[config.mk]
export PLATFORM = sky130hd
export DESIGN_NAME = cse_sequencer
export DESIGN_NICKNAME = d
export VERILOG_FILES = /design/src/shared/cse_pkg.sv /design/src/core/cse_tick_div.sv /design/src/core/cse_sequencer.sv
export SDC_FILE = /design/constraint.sdc
export NUM_CORES = 1
export LEC_CHECK = 0
export BUFFER_PORTS_ARGS = -buffer_cell sky130_fd_sc_hd__buf_4
export CAP_MARGIN = 20
export CORE_MARGIN = 1
export CORE_UTILIZATION = 49
export DETAILED_ROUTE_END_ITERATION = 7
export PLACE_DENSITY = 0.79
export SYNTH_ARGS = -nofsm -noshare
export SYNTH_HDL_FRONTEND = slang
export SYNTH_SLANG_ARGS = --single-unit
[constraint.sdc]
create_clock -name hclk -period 3.39 [get_ports hclk]
set_clock_uncertainty 0.15 [all_clocks]
set_input_delay 0 -clock hclk [delete_from_list [all_inputs] [get_ports hclk]]
set_output_delay 0 -clock hclk [all_outputs]
set_load 0.05 [all_outputs]
[src/shared/cse_pkg.sv]
package cse_pkg;

	// Clocking: system clock, internal oscillator and modulator rates
	localparam int CSE_CLK_HZ  = 100_000_000;
	localparam int CSE_OSC_HZ  = 1_000_000;
	localparam int CSE_OSC_DIV = CSE_CLK_HZ / CSE_OSC_HZ;
	localparam int CSE_MOD_DIV = 4;
	localparam int CSE_MOD_HZ  = CSE_OSC_HZ / CSE_MOD_DIV;

	// Conversion length in modulator periods, one per data rate code
	localparam int CSE_CNT_W = 15;
	localparam logic [7:0][CSE_CNT_W-1:0] CSE_RATE_LEN = {
		15'(CSE_MOD_HZ / 860),
		15'(CSE_MOD_HZ / 475),
		15'(CSE_MOD_HZ / 250),
		15'(CSE_MOD_HZ / 128),
		15'(CSE_MOD_HZ / 64),
		15'(CSE_MOD_HZ / 32),
		15'(CSE_MOD_HZ / 16),
		15'(CSE_MOD_HZ / 8)
	};

	// Register byte offsets
	localparam int          CSE_ADDR_W     = 8;
	localparam logic [7:0]  CSE_OFS_CONFIG = 8'h00;
	localparam logic [7:0]  CSE_OFS_RESULT = 8'h04;
	localparam logic [7:0]  CSE_OFS_STATUS = 8'h08;
	localparam logic [7:0]  CSE_OFS_IRQ_ST = 8'h0C;
	localparam logic [7:0]  CSE_OFS_IRQ_MK = 8'h10;

	// Configuration field positions and reset values
	localparam int          CSE_CFG_MODE   = 0;
	localparam int          CSE_CFG_REQ    = 1;
	localparam int          CSE_CFG_IN     = 2;
	localparam int          CSE_CFG_GAIN   = 5;
	localparam int          CSE_CFG_RATE   = 8;
	localparam logic        CSE_RST_MODE   = 1'b1;
	localparam logic [2:0]  CSE_RST_IN     = 3'h0;
	localparam logic [2:0]  CSE_RST_GAIN   = 3'h2;
	localparam logic [2:0]  CSE_RST_RATE   = 3'h4;

	// Status and interrupt bits
	localparam int          CSE_STS_BUSY   = 0;
	localparam int          CSE_STS_DONE   = 1;
	localparam int          CSE_IRQ_W      = 1;
	localparam int          CSE_IRQ_DONE   = 0;

	// Gain range output codes: 6.144, 4.096, 2.048, 1.024, 0.512, 0.256 V
	localparam logic [2:0]  CSE_GAIN_MAX   = 3'h5;

	// Input selector: {positive input, negative input, negative to ground}
	localparam int CSE_SE_FIRST = 4;
	localparam logic [7:0][4:0] CSE_MUX_MAP = {
		{2'h3, 2'h0, 1'b1},
		{2'h2, 2'h0, 1'b1},
		{2'h1, 2'h0, 1'b1},
		{2'h0, 2'h0, 1'b1},
		{2'h2, 2'h3, 1'b0},
		{2'h1, 2'h3, 1'b0},
		{2'h0, 2'h3, 1'b0},
		{2'h0, 2'h1, 1'b0}
	};

	typedef enum logic {CSE_DOWN, CSE_CONV} cse_fsm_t;

endpackage : cse_pkg

[src/core/cse_tick_div.sv]
`timescale 1ns/1ps
`default_nettype none

module cse_tick_div
	import cse_pkg::*;
#(
	parameter int DIV = 4
)
(
	// Clock and reset
	input  wire logic hclk,
	input  wire logic hresetn,
	// Rate enables
	input  wire logic en_in,
	output logic      tick
);

	typedef struct packed {
		logic [15:0] cnt;
		logic        tick;
	} cse_div_t;

	cse_div_t s;
	cse_div_t next_s;

	always_comb
	begin
		next_s      = s;
		next_s.tick = 1'b0;
		if (en_in)
		begin
			if (s.cnt == 16'(DIV - 1))
			begin
				next_s.cnt  = 16'h0000;
				next_s.tick = 1'b1;
			end
			else
			begin
				next_s.cnt = s.cnt + 16'h0001;
			end
		end
	end

	always_ff @(posedge hclk or negedge hresetn)
	begin
		if (!hresetn)
			s <= '0;
		else
			s <= next_s;
	end

	assign tick = s.tick;

endmodule : cse_tick_div

`default_nettype wire

[src/core/cse_sequencer.sv]
// The register offsets and the AHB-Lite slave port were decided locally.
`timescale 1ns/1ps
`default_nettype none

// Contract
// - Each single-shot request gives exactly one conversion, stored in the result register.
// - After a single-shot conversion, power down and wait for the next request.
// - In continuous mode the next conversion starts with no idle gap.
// - Continuous conversions complete at the programmed data rate.
// - A result read at any time returns the most recently completed code.
// - Selector offers four single-ended, one differential (0 against 1), and inputs 0..2 against 3.
// - A three-bit input select field in configuration picks the pairing.
// - Single-ended selections switch the negative input to ground.
// - Single-ended results are never negative codes.
// - Modulator rate is the 1 MHz oscillator divided by four.
// - A three-bit gain field selects one of six full-scale ranges.
// - Each code step equals the selected span over two to the sixteenth.
// - All conversion timing comes from the internal oscillator only.
// - Writing one to the request bit powers up, clears it, starts a conversion.
// - A request written during a conversion is ignored, neither restarting nor queued.
// - Mode bit one selects single-shot with power-down, zero selects continuous.
// - After reset, configuration takes defaults and the converter is powered down.
module cse_sequencer
	import cse_pkg::*;
#(
	parameter int OSC_DIV = CSE_OSC_DIV
)
(
	// Clock and reset
	input  wire logic        hclk,
	input  wire logic        hresetn,
	// AHB-Lite slave
	input  wire logic        hsel,
	input  wire logic [31:0] haddr,
	input  wire logic [1:0]  htrans,
	input  wire logic        hwrite,
	input  wire logic [2:0]  hsize,
	input  wire logic [31:0] hwdata,
	input  wire logic        hready,
	output logic             hreadyout,
	output logic             hresp,
	output logic [31:0]      hrdata,
	// Interrupt
	output logic             irq,
	// Front end and digital filter
	input  wire logic [15:0] filter_code,
	output logic             modulator_enable,
	output logic             modulator_tick,
	output logic             conversion_start,
	output logic [1:0]       mux_pos_input,
	output logic [1:0]       mux_neg_input,
	output logic             neg_to_ground,
	output logic [2:0]       gain_range_select
);

	typedef struct packed {
		logic                  single_mode;
		logic                  single_req;
		logic [2:0]            in_sel;
		logic [2:0]            gain_sel;
		logic [2:0]            rate_sel;
		logic [2:0]            act_rate;
		cse_fsm_t              fsm;
		logic [CSE_CNT_W-1:0]  cnt;
		logic [15:0]           result;
		logic                  done;
		logic [CSE_IRQ_W-1:0]  irq_st;
		logic [CSE_IRQ_W-1:0]  irq_msk;
		logic                  wr_pend;
		logic                  rd_pend;
		logic [CSE_ADDR_W-1:0] ap_addr;
		logic                  ready;
		logic [31:0]           rdata;
		logic                  irq;
		logic [1:0]            mux_pos;
		logic [1:0]            mux_neg;
		logic                  neg_gnd;
		logic [2:0]            gain_out;
		logic                  mod_en;
		logic                  conv_start;
	} cse_state_t;

	cse_state_t s;
	cse_state_t next_s;

	logic osc_tick;
	logic mod_tick;
	logic take;
	logic start;
	logic conv_end;
	logic se_now;
	logic [15:0] code_adj;
	logic [31:0] read_word;

	cse_tick_div #(.DIV(OSC_DIV)) u_osc_div (
		.hclk    (hclk),
		.hresetn (hresetn),
		.en_in   (1'b1),
		.tick    (osc_tick)
	);

	cse_tick_div #(.DIV(CSE_MOD_DIV)) u_mod_div (
		.hclk    (hclk),
		.hresetn (hresetn),
		.en_in   (osc_tick),
		.tick    (mod_tick)
	);

	assign take = hsel && hready && htrans[1];

	// Single-ended selection is the one just latched for this conversion
	assign se_now = s.neg_gnd;

	assign code_adj = (se_now && filter_code[15]) ? 16'h0000 : filter_code;

	// conversion ends after the latched rate's modulator count
	assign conv_end = (s.fsm == CSE_CONV) && mod_tick && (s.cnt == CSE_RATE_LEN[s.act_rate] - 15'h0001);

	// mode selects request-driven or free-running starts
	assign start = ((s.fsm == CSE_DOWN) && (s.single_mode ? s.single_req : 1'b1))
		|| (conv_end && !s.single_mode);

	always_comb
	begin
		read_word = 32'h0000_0000;
		unique case (s.ap_addr)
			CSE_OFS_CONFIG:
			begin
				read_word[CSE_CFG_MODE]              = s.single_mode;
				read_word[CSE_CFG_REQ]               = s.single_req;
				read_word[CSE_CFG_IN +: 3]           = s.in_sel;
				read_word[CSE_CFG_GAIN +: 3]         = s.gain_sel;
				read_word[CSE_CFG_RATE +: 3]         = s.rate_sel;
			end
			CSE_OFS_RESULT: read_word[15:0] = s.result;
			CSE_OFS_STATUS:
			begin
				read_word[CSE_STS_BUSY] = (s.fsm == CSE_CONV);
				read_word[CSE_STS_DONE] = s.done;
			end
			CSE_OFS_IRQ_ST: read_word[CSE_IRQ_W-1:0] = s.irq_st;
			CSE_OFS_IRQ_MK: read_word[CSE_IRQ_W-1:0] = s.irq_msk;
			default: read_word = 32'h0000_0000;
		endcase
	end

	always_comb
	begin
		next_s            = s;
		next_s.conv_start = 1'b0;
		next_s.wr_pend    = 1'b0;

		// Address phase; reads take one wait state so data reflect prior writes
		if (take)
		begin
			next_s.ap_addr = haddr[CSE_ADDR_W-1:0];
			next_s.wr_pend = hwrite;
			next_s.rd_pend = !hwrite;
			next_s.ready   = hwrite;
		end

		if (s.rd_pend)
		begin
			next_s.rdata   = read_word;
			next_s.ready   = 1'b1;
			next_s.rd_pend = 1'b0;
			// reading the result clears the complete flag
			if (s.ap_addr == CSE_OFS_RESULT)
				next_s.done = 1'b0;
		end

		if (s.wr_pend)
		begin
			unique case (s.ap_addr)
				CSE_OFS_CONFIG:
				begin
					// input, gain and rate stored, applied only at next start; mode bit acts at once
					next_s.single_mode = hwdata[CSE_CFG_MODE];
					next_s.in_sel      = hwdata[CSE_CFG_IN +: 3];
					next_s.gain_sel    = hwdata[CSE_CFG_GAIN +: 3];
					next_s.rate_sel    = hwdata[CSE_CFG_RATE +: 3];
					if (hwdata[CSE_CFG_REQ] && hwdata[CSE_CFG_MODE] && (s.fsm == CSE_DOWN) && !start)
						next_s.single_req = 1'b1;
				end
				CSE_OFS_IRQ_ST: next_s.irq_st = s.irq_st & ~hwdata[CSE_IRQ_W-1:0];
				CSE_OFS_IRQ_MK: next_s.irq_msk = hwdata[CSE_IRQ_W-1:0];
				default: next_s.irq_msk = s.irq_msk;
			endcase
		end

		if ((s.fsm == CSE_CONV) && mod_tick)
			next_s.cnt = s.cnt + 15'h0001;

		if (conv_end)
		begin
			// filter code stored unscaled, one step per span over 2^16
			next_s.result = code_adj;
			// set wins over a same-cycle read clear
			next_s.done = 1'b1;
			next_s.irq_st[CSE_IRQ_DONE] = 1'b1;
			// single-shot powers down after one result
			if (s.single_mode)
			begin
				next_s.fsm    = CSE_DOWN;
				next_s.mod_en = 1'b0;
			end
		end

		// start latches configuration; continuous restarts on the end cycle
		if (start)
		begin
			next_s.fsm        = CSE_CONV;
			next_s.cnt        = '0;
			next_s.single_req = 1'b0;
			next_s.mod_en     = 1'b1;
			next_s.conv_start = 1'b1;
			next_s.act_rate   = s.rate_sel;
			// selector map applied at start only
			{next_s.mux_pos, next_s.mux_neg, next_s.neg_gnd} = CSE_MUX_MAP[s.in_sel];
			// unused gain codes fall to the narrowest range
			next_s.gain_out = (s.gain_sel > CSE_GAIN_MAX) ? CSE_GAIN_MAX : s.gain_sel;
		end

		next_s.irq = |(next_s.irq_st & next_s.irq_msk);
	end

	always_ff @(posedge hclk or negedge hresetn)
	begin
		if (!hresetn)
		begin
			s             <= '0;
			s.fsm         <= CSE_DOWN;
			s.single_mode <= CSE_RST_MODE;
			s.in_sel      <= CSE_RST_IN;
			s.gain_sel    <= CSE_RST_GAIN;
			s.rate_sel    <= CSE_RST_RATE;
			s.gain_out    <= CSE_RST_GAIN;
			s.ready       <= 1'b1;
		end
		else
		begin
			s <= next_s;
		end
	end

	assign hreadyout         = s.ready;
	assign hresp             = 1'b0;
	assign hrdata            = s.rdata;
	assign irq               = s.irq;
	assign modulator_enable  = s.mod_en;
	assign modulator_tick    = mod_tick;
	assign conversion_start  = s.conv_start;
	assign mux_pos_input     = s.mux_pos;
	assign mux_neg_input     = s.mux_neg;
	assign neg_to_ground     = s.neg_gnd;
	assign gain_range_select = s.gain_out;

	// Helper: oscillator ticks seen since the previous modulator tick
	logic [3:0] osc_seen;
	always_ff @(posedge hclk or negedge hresetn)
	begin
		if (!hresetn)
			osc_seen <= 4'h0;
		else if (mod_tick)
			osc_seen <= osc_tick ? 4'h1 : 4'h0;
		else if (osc_tick)
			osc_seen <= osc_seen + 4'h1;
	end

	// Helper: cycles since the last conversion end; only chained conversions start tick-aligned
	logic [31:0] end_gap;
	logic        chained;
	always_ff @(posedge hclk or negedge hresetn)
	begin
		if (!hresetn)
		begin
			end_gap <= 32'h0000_0000;
			chained <= 1'b0;
		end
		else
		begin
			end_gap <= conv_end ? 32'h0000_0000 : end_gap + 32'h0000_0001;
			if (start)
				chained <= conv_end;
		end
	end
endmodule : cse_sequencer

`default_nettype wire

Yosys cells after proc, flatten, opt, wreduce, memory -nomap -nowiden
Memories as Yosys holds them, arrays and structs flattened. A register that Yosys moved wholly into a read port is not among the register bits.
Index checks and enable logic that the tools add are counted.
{"block": "word_totals", "register_bits": 116, "mem_bits_ro": 160, "input_bits": 90, "wordCells": 104, "mem_count": 2}
{"name": "(no name shown)", "depth": 8, "word_bits": 15, "rd": 1, "rd_ports_with_merged_regs": 0, "write_ports": 0, "line": "cse_sequencer.sv:117", "source": "assign conv_end = (s.fsm == CSE_CONV) && mod_tick && (s.cnt == CSE_RATE_LEN[s.act_rate] - 15'h0001);"}
{"name": "(no name shown)", "depth": 8, "word_bits": 5, "rd": 1, "rd_ports_with_merged_regs": 1, "write_ports": 0, "line": "cse_sequencer.sv:219", "source": "{next_s.mux_pos, next_s.mux_neg, next_s.neg_gnd} = CSE_MUX_MAP[s.in_sel];"}
{"block": "classes", "n_addsub": 4, "order_cmp": 2, "n_eq_ne": 7, "mux": 31, "n_bitwise": 4, "n_reduce_logical": 29}
{"cell": "two-way mux 16 bit", "n": 4}
{"cell": "two-way mux 33 bit", "n": 1}
{"cell": "adder 16 x 1 -> 16 bit, second input constant", "n": 2}
{"cell": "two-way mux 15 bit", "n": 2}
{"cell": "two-way mux 10 bit", "n": 2}
{"cell": "case mux 9 bit (2 select lines)", "n": 1}
{"cell": "nonzero test 2 bit", "n": 9}
{"cell": "== test 16 x 2 -> 1 bit, second input constant", "n": 1}
{"cell": "== test 16 x 7 -> 1 bit, second input constant", "n": 1}
{"cell": "== test 8 x 4 -> 1 bit, second input constant", "n": 2}
{"cell": "adder 15 x 1 -> 15 bit, second input constant", "n": 1}
{"cell": "== test 15 bit", "n": 1}
{"cell": "subtractor 15 x 1 -> 15 bit, second input constant", "n": 1}
{"cell": "two-way mux 1 bit", "n": 13}
{"cell": "two-way mux 11 bit", "n": 1}
{"cell": "logical AND 1 bit", "n": 10}
{"cell": "== test 8 x 3 -> 1 bit, second input constant", "n": 1}
{"cell": "== test 8 x 5 -> 1 bit, second input constant", "n": 1}
{"cell": "logical NOT 8 bit", "n": 1}
{"cell": "two-way mux 2 bit", "n": 3}
{"cell": "AND reduction 2 bit", "n": 3}
{"cell": "two-way mux 5 bit", "n": 1}
{"cell": "case mux 1 bit (5 select lines)", "n": 1}
{"cell": "logical NOT 1 bit", "n": 4}
{"cell": "8 further kinds", "n": 10}

Logic depth before layout (Yosys ltp)
Gate-level depths: netlist (run 1).
{"block": "depth", "word_depth": 13, "depth_mapped": 15, "ltp_nobuf": 12}

Cells and area by module
Synthesis (run 1) repeated with hierarchy kept, for this count alone.
{"block": "unflattened", "hier_cells": 670, "area_unflattened_um2": 6608.8}
{"module": "cse_sequencer", "n_inst": 1, "cells_each": 529, "area_each_um2": 5002.3, "seq_area_each_um2": 2158.3}
{"module": "cse_tick_div at u_mod_div", "n_inst": 1, "cells_each": 73, "area_each_um2": 805.8, "seq_area_each_um2": 425.4}
{"module": "cse_tick_div at u_osc_div", "n_inst": 1, "cells_each": 68, "area_each_um2": 800.8, "seq_area_each_um2": 425.4}

Worst setup path before layout (run 1)
Ideal clock, no wire load.
{"block": "synth_timing", "kind": "reg-to-reg", "start": "register s[90] in the netlist's numbering", "end": "register, netlist name neg_to_ground", "setup_ps": 125, "arrival_ps": 2989, "t_required_ps": 3115, "setup_slack_ps": 127, "stages_incl_launch_ff": 15, "n_path_buf": 3, "path_cell_list": "dfrtp_1 -> buf_2 -> inv_1 -> ha_1 -> clkbuf_1 -> mux2i_1 -> ha_1 -> nor2b_1 -> nand3_1 -> xor2_1 -> mux2_2 -> a21oi_1 -> a31o_1 -> buf_6 -> mux2_2"}
{"block": "synth_between", "elab_chain_cells": 7}
{"item": "start, declared", "line": "cse_sequencer.sv:83", "source": "cse_state_t s;"}
{"item": "start signal, assigned", "line": "cse_sequencer.sv:242", "source": "s <= next_s;"}
{"item": "memory read (8 x 15 bit)"}
{"item": "two-way mux 15 bit (not written as such)", "line": "cse_sequencer.sv:117"}
{"item": "subtractor 15 x 1 -> 15 bit", "line": "cse_sequencer.sv:117"}
{"item": "== test 15 bit", "line": "cse_sequencer.sv:117"}
{"item": "logical AND 1 bit", "line": "cse_sequencer.sv:117"}
{"item": "logical AND 1 bit", "line": "cse_sequencer.sv:121", "source": "|| (conv_end && !s.single_mode);"}
{"item": "logical OR 1 bit", "line": "cse_sequencer.sv:121"}
No other way between the ends. The select of a mux whose other input is x is not followed.
A chain may end at the register's enable or synchronous reset.

Final worst setup path (run 1)
{"block": "layout_timing", "start": "register s[89] in the netlist's numbering", "end": "register, netlist name neg_to_ground"}
{"block": "layout_between", "elab_chain_cells": 7}
{"item": "memory read (8 x 15 bit)"}
{"item": "two-way mux 15 bit (not written as such)", "line": "cse_sequencer.sv:117"}
{"item": "subtractor 15 x 1 -> 15 bit", "line": "cse_sequencer.sv:117"}
{"item": "== test 15 bit", "line": "cse_sequencer.sv:117"}
{"item": "logical AND 1 bit", "line": "cse_sequencer.sv:117"}
{"item": "logical AND 1 bit", "line": "cse_sequencer.sv:121"}
{"item": "logical OR 1 bit", "line": "cse_sequencer.sv:121"}
No other way between the ends. The select of a mux whose other input is x is not followed.

==> metrics.txt, run 1 <==
result of the run=finished clean; clock insertion delay at the later pin of the skew report=0.41 ns; xor and xnor fraction of the mapped netlist area=0.08155; initial antenna violation count=0; worst path required time=3.54 ns; post-synthesis register bit count=120; worst hold slack=0.07939 ns; Buffers on Ports=69; global-route wire length before repair=22740 µm; clock input transition at the sequential cells of the worst setup and hold paths=0.06 ns; final worst setup slack=0.06046 ns; leakage power=3.695 nW; number of DRC markers in iteration 0=386; Synth cell types=58; Crit. End Element=flop; final critical-path share of the clock period=0.9822; remaining global-route overflow=0; number of ports placed on the die boundary=136; total routed wirelength=14120 µm; routed via count divided by cell count=5.235; Final setup viols=0; P per Cell Area=485.8 mW/mm²; cell area after synthesis=0.006122 mm²; maximum number of buffers from clock root to sink=2; total inserted antenna cells=0; placeable core area=0.01211 mm²; share of the core filled with cells in the final layout=0.6399; floorplan die width=113.8 µm; placer congestion estimate=0.8387; layout net count=797; multiplexer share of the synthesized area=0.09503; Max Fclk=300.3 MHz; number of slew-limit violations in the final report=0; path category of the worst min-delay check=input pin to flop; Via Count=4591; number of cells in the finished layout apart from fillers=877; placed instance area=0.006611 mm²; TritonCTS clock tree=yes; Clock H-tree levels=4; worst path arrival time=3.47 ns; Setup TNS=0 ns; Initial Utilization=0.5055; Rel. slew slack=0.5901; WS Path Type=flop to flop; # Max-Cap Violations=0; total global-route track usage=0.2279; critical-path maximum fanout=6; top flip-flop cell by instance count after synthesis=dfrtp_1; share of synthesized flip-flops with an asynchronous set or reset=1.000; share of post-route cells with drive strength above 1=0.2341; main combinational cell family by area after synthesis=simple AND/OR/NAND/NOR gates; Max VDD drop=0.0004802 V; Synth-to-Final Area Change=26.59%; drt drc=0; total number of clock tree sinks=120; basic-gate share of the synthesized area counting and, or, nand and nor cells=0.1568; row count=40; Synth Area per Inst=10.39 µm²; drt wl/cell=16.10 µm; minimum period implied by the final worst setup slack=3.330 ns; Final ANT Viol Nets=0; area enclosed by the die boundary=0.01294 mm²; Mapped Cells=589; register area share after synthesis=0.4915; slew at the pin with the worst max-slew slack=0.6148 ns; number of buffers added by the clock tree synthesis step=17; Critical Path Start Type=flop; maximum number of pins on one net before global-route repair=88; Design Area, Final=0.007750 mm²; Pre-antenna DRT Iters=5; number of global-route vias before repair=4715; count of warnings emitted by yosys=0; Root Buffer Master=clkbuf_16; Hold Vio Cnt, Final=0; setup slack at placement=0.007818 ns; number of enable flip-flop cells after synthesis=0; HPWL after DPL=8404 µm; die height=113.8 µm; compound-cell area share of the yosys netlist=0.06152; placed cell count=798; Synth Area in Adders=0.02248; Total Power=3.765 mW
## registers in the layout, indices dropped and copies added, names as in the netlist, 2 cells and up
name	count
s	59
hrdata	16
gain_range_select	3
u_mod_div.s	16
u_osc_div.s	16
mux_neg_input	2
mux_pos_input	2
## layout make-up
class | count | area [µm²]
clock buffer | 19 | 452.9
tap | 168 | 210.2
sequential | 120 | 3009
timing repair buffer | 132 | 1136
multi-input combinational | 389 | 2663
clock inverter | 13 | 143.9
fill | 875 | 4362
inverter | 36 | 135.1
## path summary, 6_finish.rpt
| check | from | to | slack [ns] | cells past startpoint |
|---|---|---|---|---|
| hold reg to reg | s[56] | s[56] | 0.34 | 2 |
| hold / removal | htrans[1] | s[53] | 0.08 | 3 |
| min in group asynchronous | hresetn | hrdata[11] | 0.36 | 3 |
| setup reg to reg | s[89] | neg_to_ground | 0.06 | 12 |
| max in group asynchronous | hresetn | gain_range_select[1] | 1.82 | 5 |
| setup / recovery | s[89] | neg_to_ground | 0.06 | 12 |
## metal layers
| layer | routed length [µm] | track usage | vias up |
|---|---|---|---|
| li1 | - | - | 2150 |
| met1 | 5791 | 0.2818 | 2266 |
| met2 | 7477 | 0.3846 | 150 |
| met3 | 619 | 0.05473 | 25 |
| met4 | 230 | 0.09437 | 0 |
| met5 | 0 | 0 | - |
## cells in the final DEF (no fill, tap or decap), types with 17 or more instances in the layout
master	n
dfrtp_1	115
buf_4	89
nor2_1	51
nand2_1	48
xnor2_1	40
dlygate4sd3_1	39
inv_1	36
nand3_1	30
mux2i_1	23
mux2_2	21
conb_1	17
clkbuf_16	17
## Yosys cell counts (2+ instances only)
master	number	area, µm²
inv_1	36	135.1
mux2_1	6	67.56
and2_1	3	18.77
a21o_1	2	15.01
a21boi_0	2	15.01
o22ai_1	2	12.51
a22oi_1	9	67.56
dfrtp_1	115	2878
nor2b_1	9	56.30
nor3_1	7	35.03
ha_1	11	137.6
and4_1	4	35.03
buf_6	2	22.52
buf_4	43	322.8
clkbuf_1	8	30.03
nand2_1	48	180.2
nand4_1	7	43.79
mux2i_1	24	240.2
nor4_1	6	37.54
nor2_1	51	191.4
buf_2	5	25.02
or4_1	2	15.01
a21oi_1	14	70.07
xor2_1	17	148.9
nand3_1	30	150.1
and3_1	9	56.30
xnor2_1	40	350.3
nand2b_1	3	18.77
dfstp_2	5	131.4
a32oi_1	2	17.52
mux2_2	21	236.5
nor3b_1	5	37.54
a31oi_1	2	12.51
or2_2	2	12.51
o21ai_0	12	60.06
a211o_1	3	26.28
## worst max-delay path: stages, from the launching register on
cell and delay [ns]:
dfrtp_1 0.40, buf_4 0.15, ha_1 0.22, mux2i_2 0.21, ha_2 0.22, nor2b_4 0.19
nand3_1 0.15, xor2_2 0.23, mux2_2 0.37, a21oi_1 0.20, a31o_1 0.24, buf_6 0.15
mux2_2 0.34
## power breakdown
group          leakage (nW)  switching, mW  internal [mW]
clock network         0.282          0.678           1.13
registers              1.55         0.0554           1.50
logic                  1.86          0.250          0.153
## kinds of logic (layout without fill, tap and decap cells)
| group | Yosys count | after routing |
|---|---|---|
| mux | 53 | 53 |
| buf+inv | 96 | 200 |
| compound gates | 57 | 57 |
| flops | 120 | 120 |
| fa+ha+maj | 11 | 11 |
| simple gates | 194 | 194 |
| xor+xnor | 57 | 57 |
| other cells | 1 | 17 |
## what timing repair did
action                                  CTS  global route
setup buffers                             0             6
hold endpoints to repair                123            11
gates resized for setup                   2             9
gates cloned                              0             0
pin swaps                                 1             5
endpoints found under the setup margin    7            40
hold buffers                             38             1
Power figures use the tool's default switching activity.
==> run 2: changes to the inputs <==
- ABC_AREA: default -> 1
- CORE_UTILIZATION: 49 -> 50
- PLACE_DENSITY: 0.79 -> 0.8
==> metrics.txt, run 2 <==
TritonCTS clock tree=yes (unchanged); worst-path cell chain=buf_4 -> ha_1 -> nand2_8 -> nand2_4 -> inv_1 -> ha_1 -> inv_1 -> nor2_1 -> nand3_4 -> nor2_4 -> nand2_1 -> nand2_1 -> nand2_1 -> nor3_2 -> nand3_2 -> nor2_4 -> buf_12 -> inv_1 -> a21boi_1 (was buf_4 -> ha_1 -> mux2i_2 -> ha_2 -> nor2b_4 -> nand3_1 -> xor2_2 -> mux2_2 -> a21oi_1 -> a31o_1 -> buf_6 -> mux2_2); Psw=1.913 mW (was 0.9833 mW); number of global-route vias before repair=5268 (was 4715); biggest area consumer among synthesized cells=dfrtp_1 (unchanged); placed cell count=967 (was 798); number of slew-limit violations in the final report=0 (unchanged); slew at the pin with the worst max-slew slack=0.9132 ns (was 0.6148 ns); remaining global-route overflow=0 (unchanged); number of cells in the finished layout apart from fillers=1045 (was 877); share of power burned in the clock network=0.344 (was 0.479); routed via count divided by cell count=5.103 (was 5.235); share of post-route cells with drive strength above 1=0.1688 (was 0.2341); minimum period implied by the final worst setup slack=3.086 ns (was 3.330 ns); library cell contributing the largest single delay on the critical path=dfrtp_1 (unchanged); worst path arrival time=3.26 ns (was 3.47 ns); leading post-synthesis cells by instance count=nand2_1 (180), dfrtp_1 (115), inv_1 (93) (was dfrtp_1 (115), nor2_1 (51), nand2_1 (48)); number of buffers added by the clock tree synthesis step=17 (unchanged); most common cell in the netlist=nand2_1 (was dfrtp_1); HPWL after DPL=8794 µm (was 8404 µm); placeable core area=0.01221 mm² (was 0.01211 mm²); maximum number of buffers from clock root to sink=2 (unchanged); Synth Area per Inst=8.348 µm² (was 10.39 µm²); terminus of the critical flop-to-flop path=irq (was neg_to_ground); number of ports placed on the die boundary=136 (unchanged); commonest non-fill, non-tap cell in the layout=nand2_1 (was dfrtp_1); clock insertion delay at the later pin of the skew report=0.42 ns (was 0.41 ns); count of buffer and inverter cells on the critical path=5 (was 2); Rel. slew slack=0.3826 (was 0.5901); Crit Reg-Reg Startpoint=s[89] (unchanged); Synth-to-Final Area Change=24.11% (was 26.59%); row count=40 (unchanged); placed instance area=0.006820 mm² (was 0.006611 mm²); flop-to-flop setup slack=0.30 ns (was 0.06 ns); total number of clock tree sinks=120 (unchanged); post-synthesis register bit count=120 (unchanged); placer congestion estimate=0.8708 (was 0.8387); register bank with the most flops=s (unchanged); total routed wirelength=14040 µm (was 14120 µm); Final ANT Viol Nets=0 (unchanged); Final setup viols=0 (unchanged); total global-route track usage=0.2378 (was 0.2279); WS Path Type=flop to flop (unchanged); register area share after synthesis=0.4731 (was 0.4915); path category of the worst min-delay check=input pin to flop (unchanged); Initial Utilization=0.5209 (was 0.5055); share of synthesized flip-flops with an asynchronous set or reset=1.000 (unchanged); number of flip-flops in the largest register=59 (unchanged); initial antenna violation count=0 (unchanged); hold-critical path endpoint=s[97] (was s[53]); # Max-Cap Violations=0 (unchanged); fraction of post-synthesis cell area in the top cell type by area=0.4524 (was 0.4701); number of enable flip-flop cells after synthesis=0 (unchanged); floorplan die width=114.8 µm (was 113.8 µm); worst path required time=3.56 ns (was 3.54 ns); count of warnings emitted by yosys=0 (unchanged); number of cells traversed by the worst register-to-register path=19 (was 12); Hold Vio Cnt, Final=0 (unchanged); Mapped Cells=762 (was 589); biggest area contributors in the synthesized netlist=dfrtp_1 (45%), nand2_1 (11%), inv_1 (5.5%) (was dfrtp_1 (47%), xnor2_1 (5.7%), buf_4 (5.3%)); Synth cell types=47 (was 58); Crit. End Element=flop (unchanged); drt wl/cell=13.43 µm (was 16.10 µm); layout net count=965 (was 797); die height=114.8 µm (was 113.8 µm); Design Area, Final=0.007895 mm² (was 0.007750 mm²); cell area after synthesis=0.006361 mm² (was 0.006122 mm²); worst hold path stage count=4 (was 3); switch share=0.3680 (was 0.2612); top flip-flop cell by instance count after synthesis=dfrtp_1 (unchanged); Pre-antenna DRT Iters=5 (unchanged); final critical-path share of the clock period=0.9104 (was 0.9822); Clock H-tree levels=4 (unchanged); Via Count=5333 (was 4591); Max VDD drop=0.0005856 V (was 0.0004802 V); internal power summed over all cells=3.286 mW (was 2.781 mW); total inserted antenna cells=0 (unchanged); area enclosed by the die boundary=0.01318 mm² (was 0.01294 mm²); leakage power=3.975 nW (was 3.695 nW); P per Cell Area=658.5 mW/mm² (was 485.8 mW/mm²); Root Buffer Master=clkbuf_16 (unchanged); combinational group share of total power=0.335 (was 0.107); clock input transition at the sequential cells of the worst setup and hold paths=0.06 ns (about the same); number of DRC markers in iteration 0=418 (was 386); Critical Path Start Type=flop (unchanged); maximum single-stage delay on the critical path=0.38 ns (was 0.40 ns); Setup TNS=0 ns (unchanged); Max Fclk=324.0 MHz (was 300.3 MHz); Post-CTS Setup Repair Bufs=0 (unchanged); RSZ-0062 raised after global routing=no; global-route wire length before repair=24030 µm (was 22740 µm); commonest cells after routing, fill and taps aside=nand2_1 (180), dfrtp_1 (115), inv_1 (93), buf_4 (73), nand3_1 (60) (was dfrtp_1 (115), buf_4 (89), nor2_1 (51), nand2_1 (48), xnor2_1 (40)); start point of the worst min-delay path=hwdata[7] (was htrans[1]); critical-path maximum fanout=33 (was 6); crit-path leading delay family=simple AND/OR/NAND/NOR gates (was multiplexers); drt drc=0 (unchanged); fill cell count=968 (was 875); result of the run=finished clean (unchanged); maximum number of pins on one net before global-route repair=76 (was 88); sequential cell fraction of total power=0.320 (was 0.414); Total Power=5.199 mW (was 3.765 mW); Buffers on Ports=69 (unchanged)
[run 2: cell types whose count changed after synthesis, sizes merged, moves of 18 or more]
cell   before  now
nor2       51   69
o21ai      13   58
nand2      48  191
inv        36   97
mux2       28    0
xnor2      40   14
mux2i      24    0
nand3      30   63
[run 2: layout make-up]
cell class	instances	area, µm²	area share
multi-input combinational	505	2634	0.3336
sequential	120	3009	0.3811
tap	168	210.2	0.02662
inverter	99	389.1	0.04929
clock inverter	9	116.4	0.01474
clock buffer	23	478.0	0.06054
timing repair buffer	121	1059	0.1341
[run 2: power groups by stage]
stage	logic [mW]	registers (mW)	clock network [mW]
3_5_place_dp	1.66	1.68	0
3_3_place_gp	1.63	1.68	0
6_report	1.74	1.67	1.79
4_1_cts	1.73	1.66	1.81
2_1_floorplan	1.33	1.71	0
5_1_grt	1.93	1.68	1.89
[run 2: cell families (layout without fill, tap and decap cells)]
family / Yosys count / after routing / share of synthesized area
simple gates: 357 / 357 / 0.2555
buf+inv: 153 / 252 / 0.1223
flops: 120 / 120 / 0.4731
compound gates: 84 / 84 / 0.07612
xor+xnor: 36 / 36 / 0.05075
fa+ha+maj: 11 / 11 / 0.02164
other cells: 1 / 17 / 0.0005895
[run 2: worst max-delay path by stage]
| stage | from | end | slack, ns | depth (start not counted) |
|---|---|---|---|---|
| finish | s[89] | irq | 0.30 | 19 |
| global route | s[89] | irq | 0.0004 | 19 |
| CTS | s[89] | s[75] | 0.23 | 18 |
| detailed placement | s[89] | s[76] | 0.26 | 18 |
| global placement | s[89] | s[74] | 0.30 | 19 |
| floorplan | s[89] | s[84] | 0.50 | 19 |
[run 2: metal layers]
layer	global-route usage	share of wire	wire, µm
met5	0	0	0
met4	0.1169	0.026	368
met3	0.05588	0.038	539
met2	0.3996	0.51	7141
met1	0.2899	0.43	5989
[run 2: repair_timing]
action,in CTS,in global routing
hold buffers,46,0
gates resized for setup,0,4
endpoints found under the hold margin,158,0
setup endpoints to repair,0,18
[run 2: through the flow]
stage | setup slack, ns | hold slack [ns] | utilization
floorplan | 0.5010 | -0.4456 | -
global placement | 0.3035 | -0.1108 | 0.5585
detailed placement | 0.2644 | -0.1113 | 0.5585
CTS | 0.2304 | 0.1665 | 0.6457
global route | 0.0003568 | 0.1988 | 0.6465
finish | 0.3036 | 0.1923 | 0.6465
[run 2: tightest hold or removal path: stages]
cell	delay [ns]
dlygate4sd3_1	0.53
buf_4	0.10
nand2_1	0.04
o21ai_0	0.06
==> run 3: changes to the inputs <==
==> constraint.sdc (replaced) <==
create_clock -name hclk -period 2.65 [get_ports hclk]
set_clock_uncertainty 0.15 [all_clocks]
set_input_delay 0.265 -clock hclk [delete_from_list [all_inputs] [get_ports hclk]]
set_output_delay 0.265 -clock hclk [all_outputs]
set_load 0.05 [all_outputs]
==> metrics.txt, run 3 (same netlist as run 2, synthesis figures left out) <==
cell occurring most often along the worst timing path=nand2_2; Crit. End Element=flop (unchanged); die height=114.8 µm (unchanged); total number of clock tree sinks=120 (unchanged); switch share=0.3626 (was 0.3680); P per Cell Area=875.3 mW/mm² (was 658.5 mW/mm²); library cell contributing the largest single delay on the critical path=dfrtp_1 (unchanged); maximum single-stage delay on the critical path=0.39 ns (was 0.38 ns); commonest cells after routing, fill and taps aside=nand2_1 (171), dfrtp_1 (114), buf_4 (93), inv_1 (89), nand3_1 (56) (was nand2_1 (180), dfrtp_1 (115), inv_1 (93), buf_4 (73), nand3_1 (60)); total routed wirelength=14650 µm (was 14040 µm); Setup TNS=-7.079 ns (was 0 ns); path category of the worst min-delay check=input pin to flop (unchanged); number of ports placed on the die boundary=136 (unchanged); crit-path leading delay family=simple AND/OR/NAND/NOR gates (unchanged); routed via count divided by cell count=5.066 (was 5.103); Buffers on Ports=69 (unchanged); drt drc=0 (unchanged); Root Buffer Master=clkbuf_16 (unchanged); # Max-Cap Violations=0 (unchanged); Final setup viols=45 (was 0); wire length on met2=7581 µm (was 7141 µm); minimum period implied by the final worst setup slack=2.849 ns (was 3.086 ns); Rel. slew slack=0.6501 (was 0.3826); number of slew-limit violations in the final report=0 (unchanged); Initial Utilization=0.5209 (unchanged); worst path arrival time=3.00 ns (was 3.26 ns); clock input transition at the sequential cells of the worst setup and hold paths=0.05 ns (was 0.06 ns); Max Fclk=351.0 MHz (was 324.0 MHz); HPWL after DPL=9217 µm (was 8794 µm); area enclosed by the die boundary=0.01318 mm² (unchanged); layout net count=978 (was 965); setup slack at placement=-0.1762 ns (was 0.2644 ns); detailed-routed wire length on met3=620 µm (was 539 µm); TritonCTS clock tree=yes (unchanged); slew at the pin with the worst max-slew slack=0.5235 ns (was 0.9132 ns); count of buffer and inverter cells on the critical path=5 (unchanged); clock insertion delay at the later pin of the skew report=0.41 ns (was 0.42 ns); Psw=2.570 mW (was 1.913 mW); worst path required time=2.80 ns (was 3.56 ns); uppermost layer routed=met4 (unchanged); violations in the final reports=setup timing; floorplan die width=114.8 µm (unchanged); internal power summed over all cells=4.519 mW (was 3.286 mW); share of power burned in the clock network=0.322 (was 0.344); maximum number of pins on one net before global-route repair=68 (was 76); share of post-route cells with drive strength above 1=0.2193 (was 0.1688); placer congestion estimate=0.8608 (was 0.8708); Synth-to-Final Area Change=27.32% (was 24.11%); number of flip-flops in the largest register=59 (unchanged); placed instance area=0.007014 mm² (was 0.006820 mm²); commonest non-fill, non-tap cell in the layout=nand2_1 (unchanged); result of the run=finished, violations left (was finished clean); Design Area, Final=0.008099 mm² (was 0.007895 mm²); remaining global-route overflow=0 (unchanged); leakage power=4.069 nW (was 3.975 nW); number of DRC markers in iteration 0=277 (was 418); initial antenna violation count=0 (unchanged); final critical-path share of the clock period=1.075 (was 0.9104); drt wl/cell=13.86 µm (was 13.43 µm); Critical Path Start Type=flop (unchanged); Pre-antenna DRT Iters=7 (was 5); WS Path Type=flop to flop (unchanged); total global-route track usage=0.2439 (was 0.2378); row count=40 (unchanged); final worst setup slack=-0.1986 ns (was 0.3036 ns); RSZ-0062 raised after global routing=yes (was no); combinational group share of total power=0.375 (was 0.335); Via Count=5355 (was 5333); Hold Vio Cnt, Final=0 (unchanged); global-route wire length before repair=25040 µm (was 24030 µm); wl on met1=6144 µm (was 5989 µm); maximum number of buffers from clock root to sink=2 (unchanged); critical-path maximum fanout=7 (was 33); sequential cell fraction of total power=0.303 (was 0.320); Total Power=7.089 mW (was 5.199 mW); placeable core area=0.01221 mm² (unchanged); number of global-route vias before repair=5428 (was 5268); register bank with the most flops=s (unchanged); number of buffers added by the clock tree synthesis step=17 (unchanged); Clock H-tree levels=4 (unchanged); Max VDD drop=0.0005677 V (was 0.0005856 V); Final ANT Viol Nets=0 (unchanged); total inserted antenna cells=0 (unchanged); worst-path cell chain=inv_4 -> ha_4 -> inv_2 -> o21ai_2 -> ha_2 -> inv_2 -> nor2_4 -> nand3_4 -> nor2_4 -> buf_12 -> nand3_1 -> nand2_1 -> nand3_2 -> nand2_2 -> nand3_4 -> o21bai_4 -> nand2_4 -> buf_8 -> nand2_2 -> nand2_2 (was buf_4 -> ha_1 -> nand2_8 -> nand2_4 -> inv_1 -> ha_1 -> inv_1 -> nor2_1 -> nand3_4 -> nor2_4 -> nand2_1 -> nand2_1 -> nand2_1 -> nor3_2 -> nand3_2 -> nor2_4 -> buf_12 -> inv_1 -> a21boi_1)
-- run 3: power groups by stage --
stage | Sequential, mW | Combinational, mW | Clock, mW
2_1_floorplan | 2.19 | 1.77 | 0
4_1_cts | 2.13 | 2.54 | 2.31
6_report | 2.15 | 2.66 | 2.28
5_1_grt | 2.17 | 2.92 | 2.40
3_5_place_dp | 2.15 | 2.37 | 0
3_3_place_gp | 2.15 | 2.32 | 0
-- run 3: final cells by class --
class | count | area, µm²
clock buffer | 22 | 464.2
clock inverter | 9 | 123.9
fill | 917 | 4113
inverter | 99 | 386.6
multi-input combinational | 505 | 2749
sequential | 120 | 3010
tap | 168 | 210.2
timing repair buffer | 134 | 1155
-- run 3: path summary, 6_finish.rpt --
kind	startpoint	depth (start not counted)	slack [ns]	endpoint
min	hwdata[0]	3	0.006	s[102]
max reg2reg	s[90]	20	-0.20	gain_range_select[0]
max in group asynchronous	hresetn	3	1.74	gain_range_select[1]
min reg2reg	u_osc_div.s[1]	1	0.32	u_osc_div.s[1]
max	s[90]	20	-0.20	gain_range_select[0]
min in group asynchronous	hresetn	3	0.27	s[71]
-- run 3: per-layer routing --
| layer | up-vias | GRT usage |
|---|---|---|
| met4 | 0 | 0.09091 |
| met2 | 157 | 0.4246 |
| met1 | 2558 | 0.2998 |
| met5 | - | 0 |
| li1 | 2608 | - |
| met3 | 32 | 0.05113 |
-- run 3: repair_timing --
action / 4_1_cts / 5_1_grt
endpoints found under the hold margin: 153 / 0
endpoints found under the setup margin: 46 / 48
setup buffers: 3 / 2
cloned: 0 / 0
pin swaps: 5 / 8
hold buffers: 35 / 0
gates resized for setup: 10 / 20
-- run 3: metrics by stage --
step | hold slack [ns] | utilization | std cells
after global routing | 0.01341 | 0.6632 | 1057
after floorplan | -0.1806 | - | 778
after detailed placement | 0.1430 | 0.5744 | 986
final | 0.005778 | 0.6632 | 1057
after global placement | 0.1396 | 0.5744 | 986
after CTS | 0.005238 | 0.6563 | 1055
-- run 3: worst reg2reg max path: stages (launching register included) --
cell	delay (ns)
dfrtp_1	0.39
inv_4	0.08
ha_4	0.27
inv_2	0.04
o21ai_2	0.12
ha_2	0.20
inv_2	0.05
nor2_4	0.09
nand3_4	0.09
nor2_4	0.12
buf_12	0.12
nand3_1	0.07
nand2_1	0.11
nand3_2	0.09
nand2_2	0.09
nand3_4	0.10
o21bai_4	0.17
nand2_4	0.10
buf_8	0.17
nand2_2	0.07
nand2_2	0.05
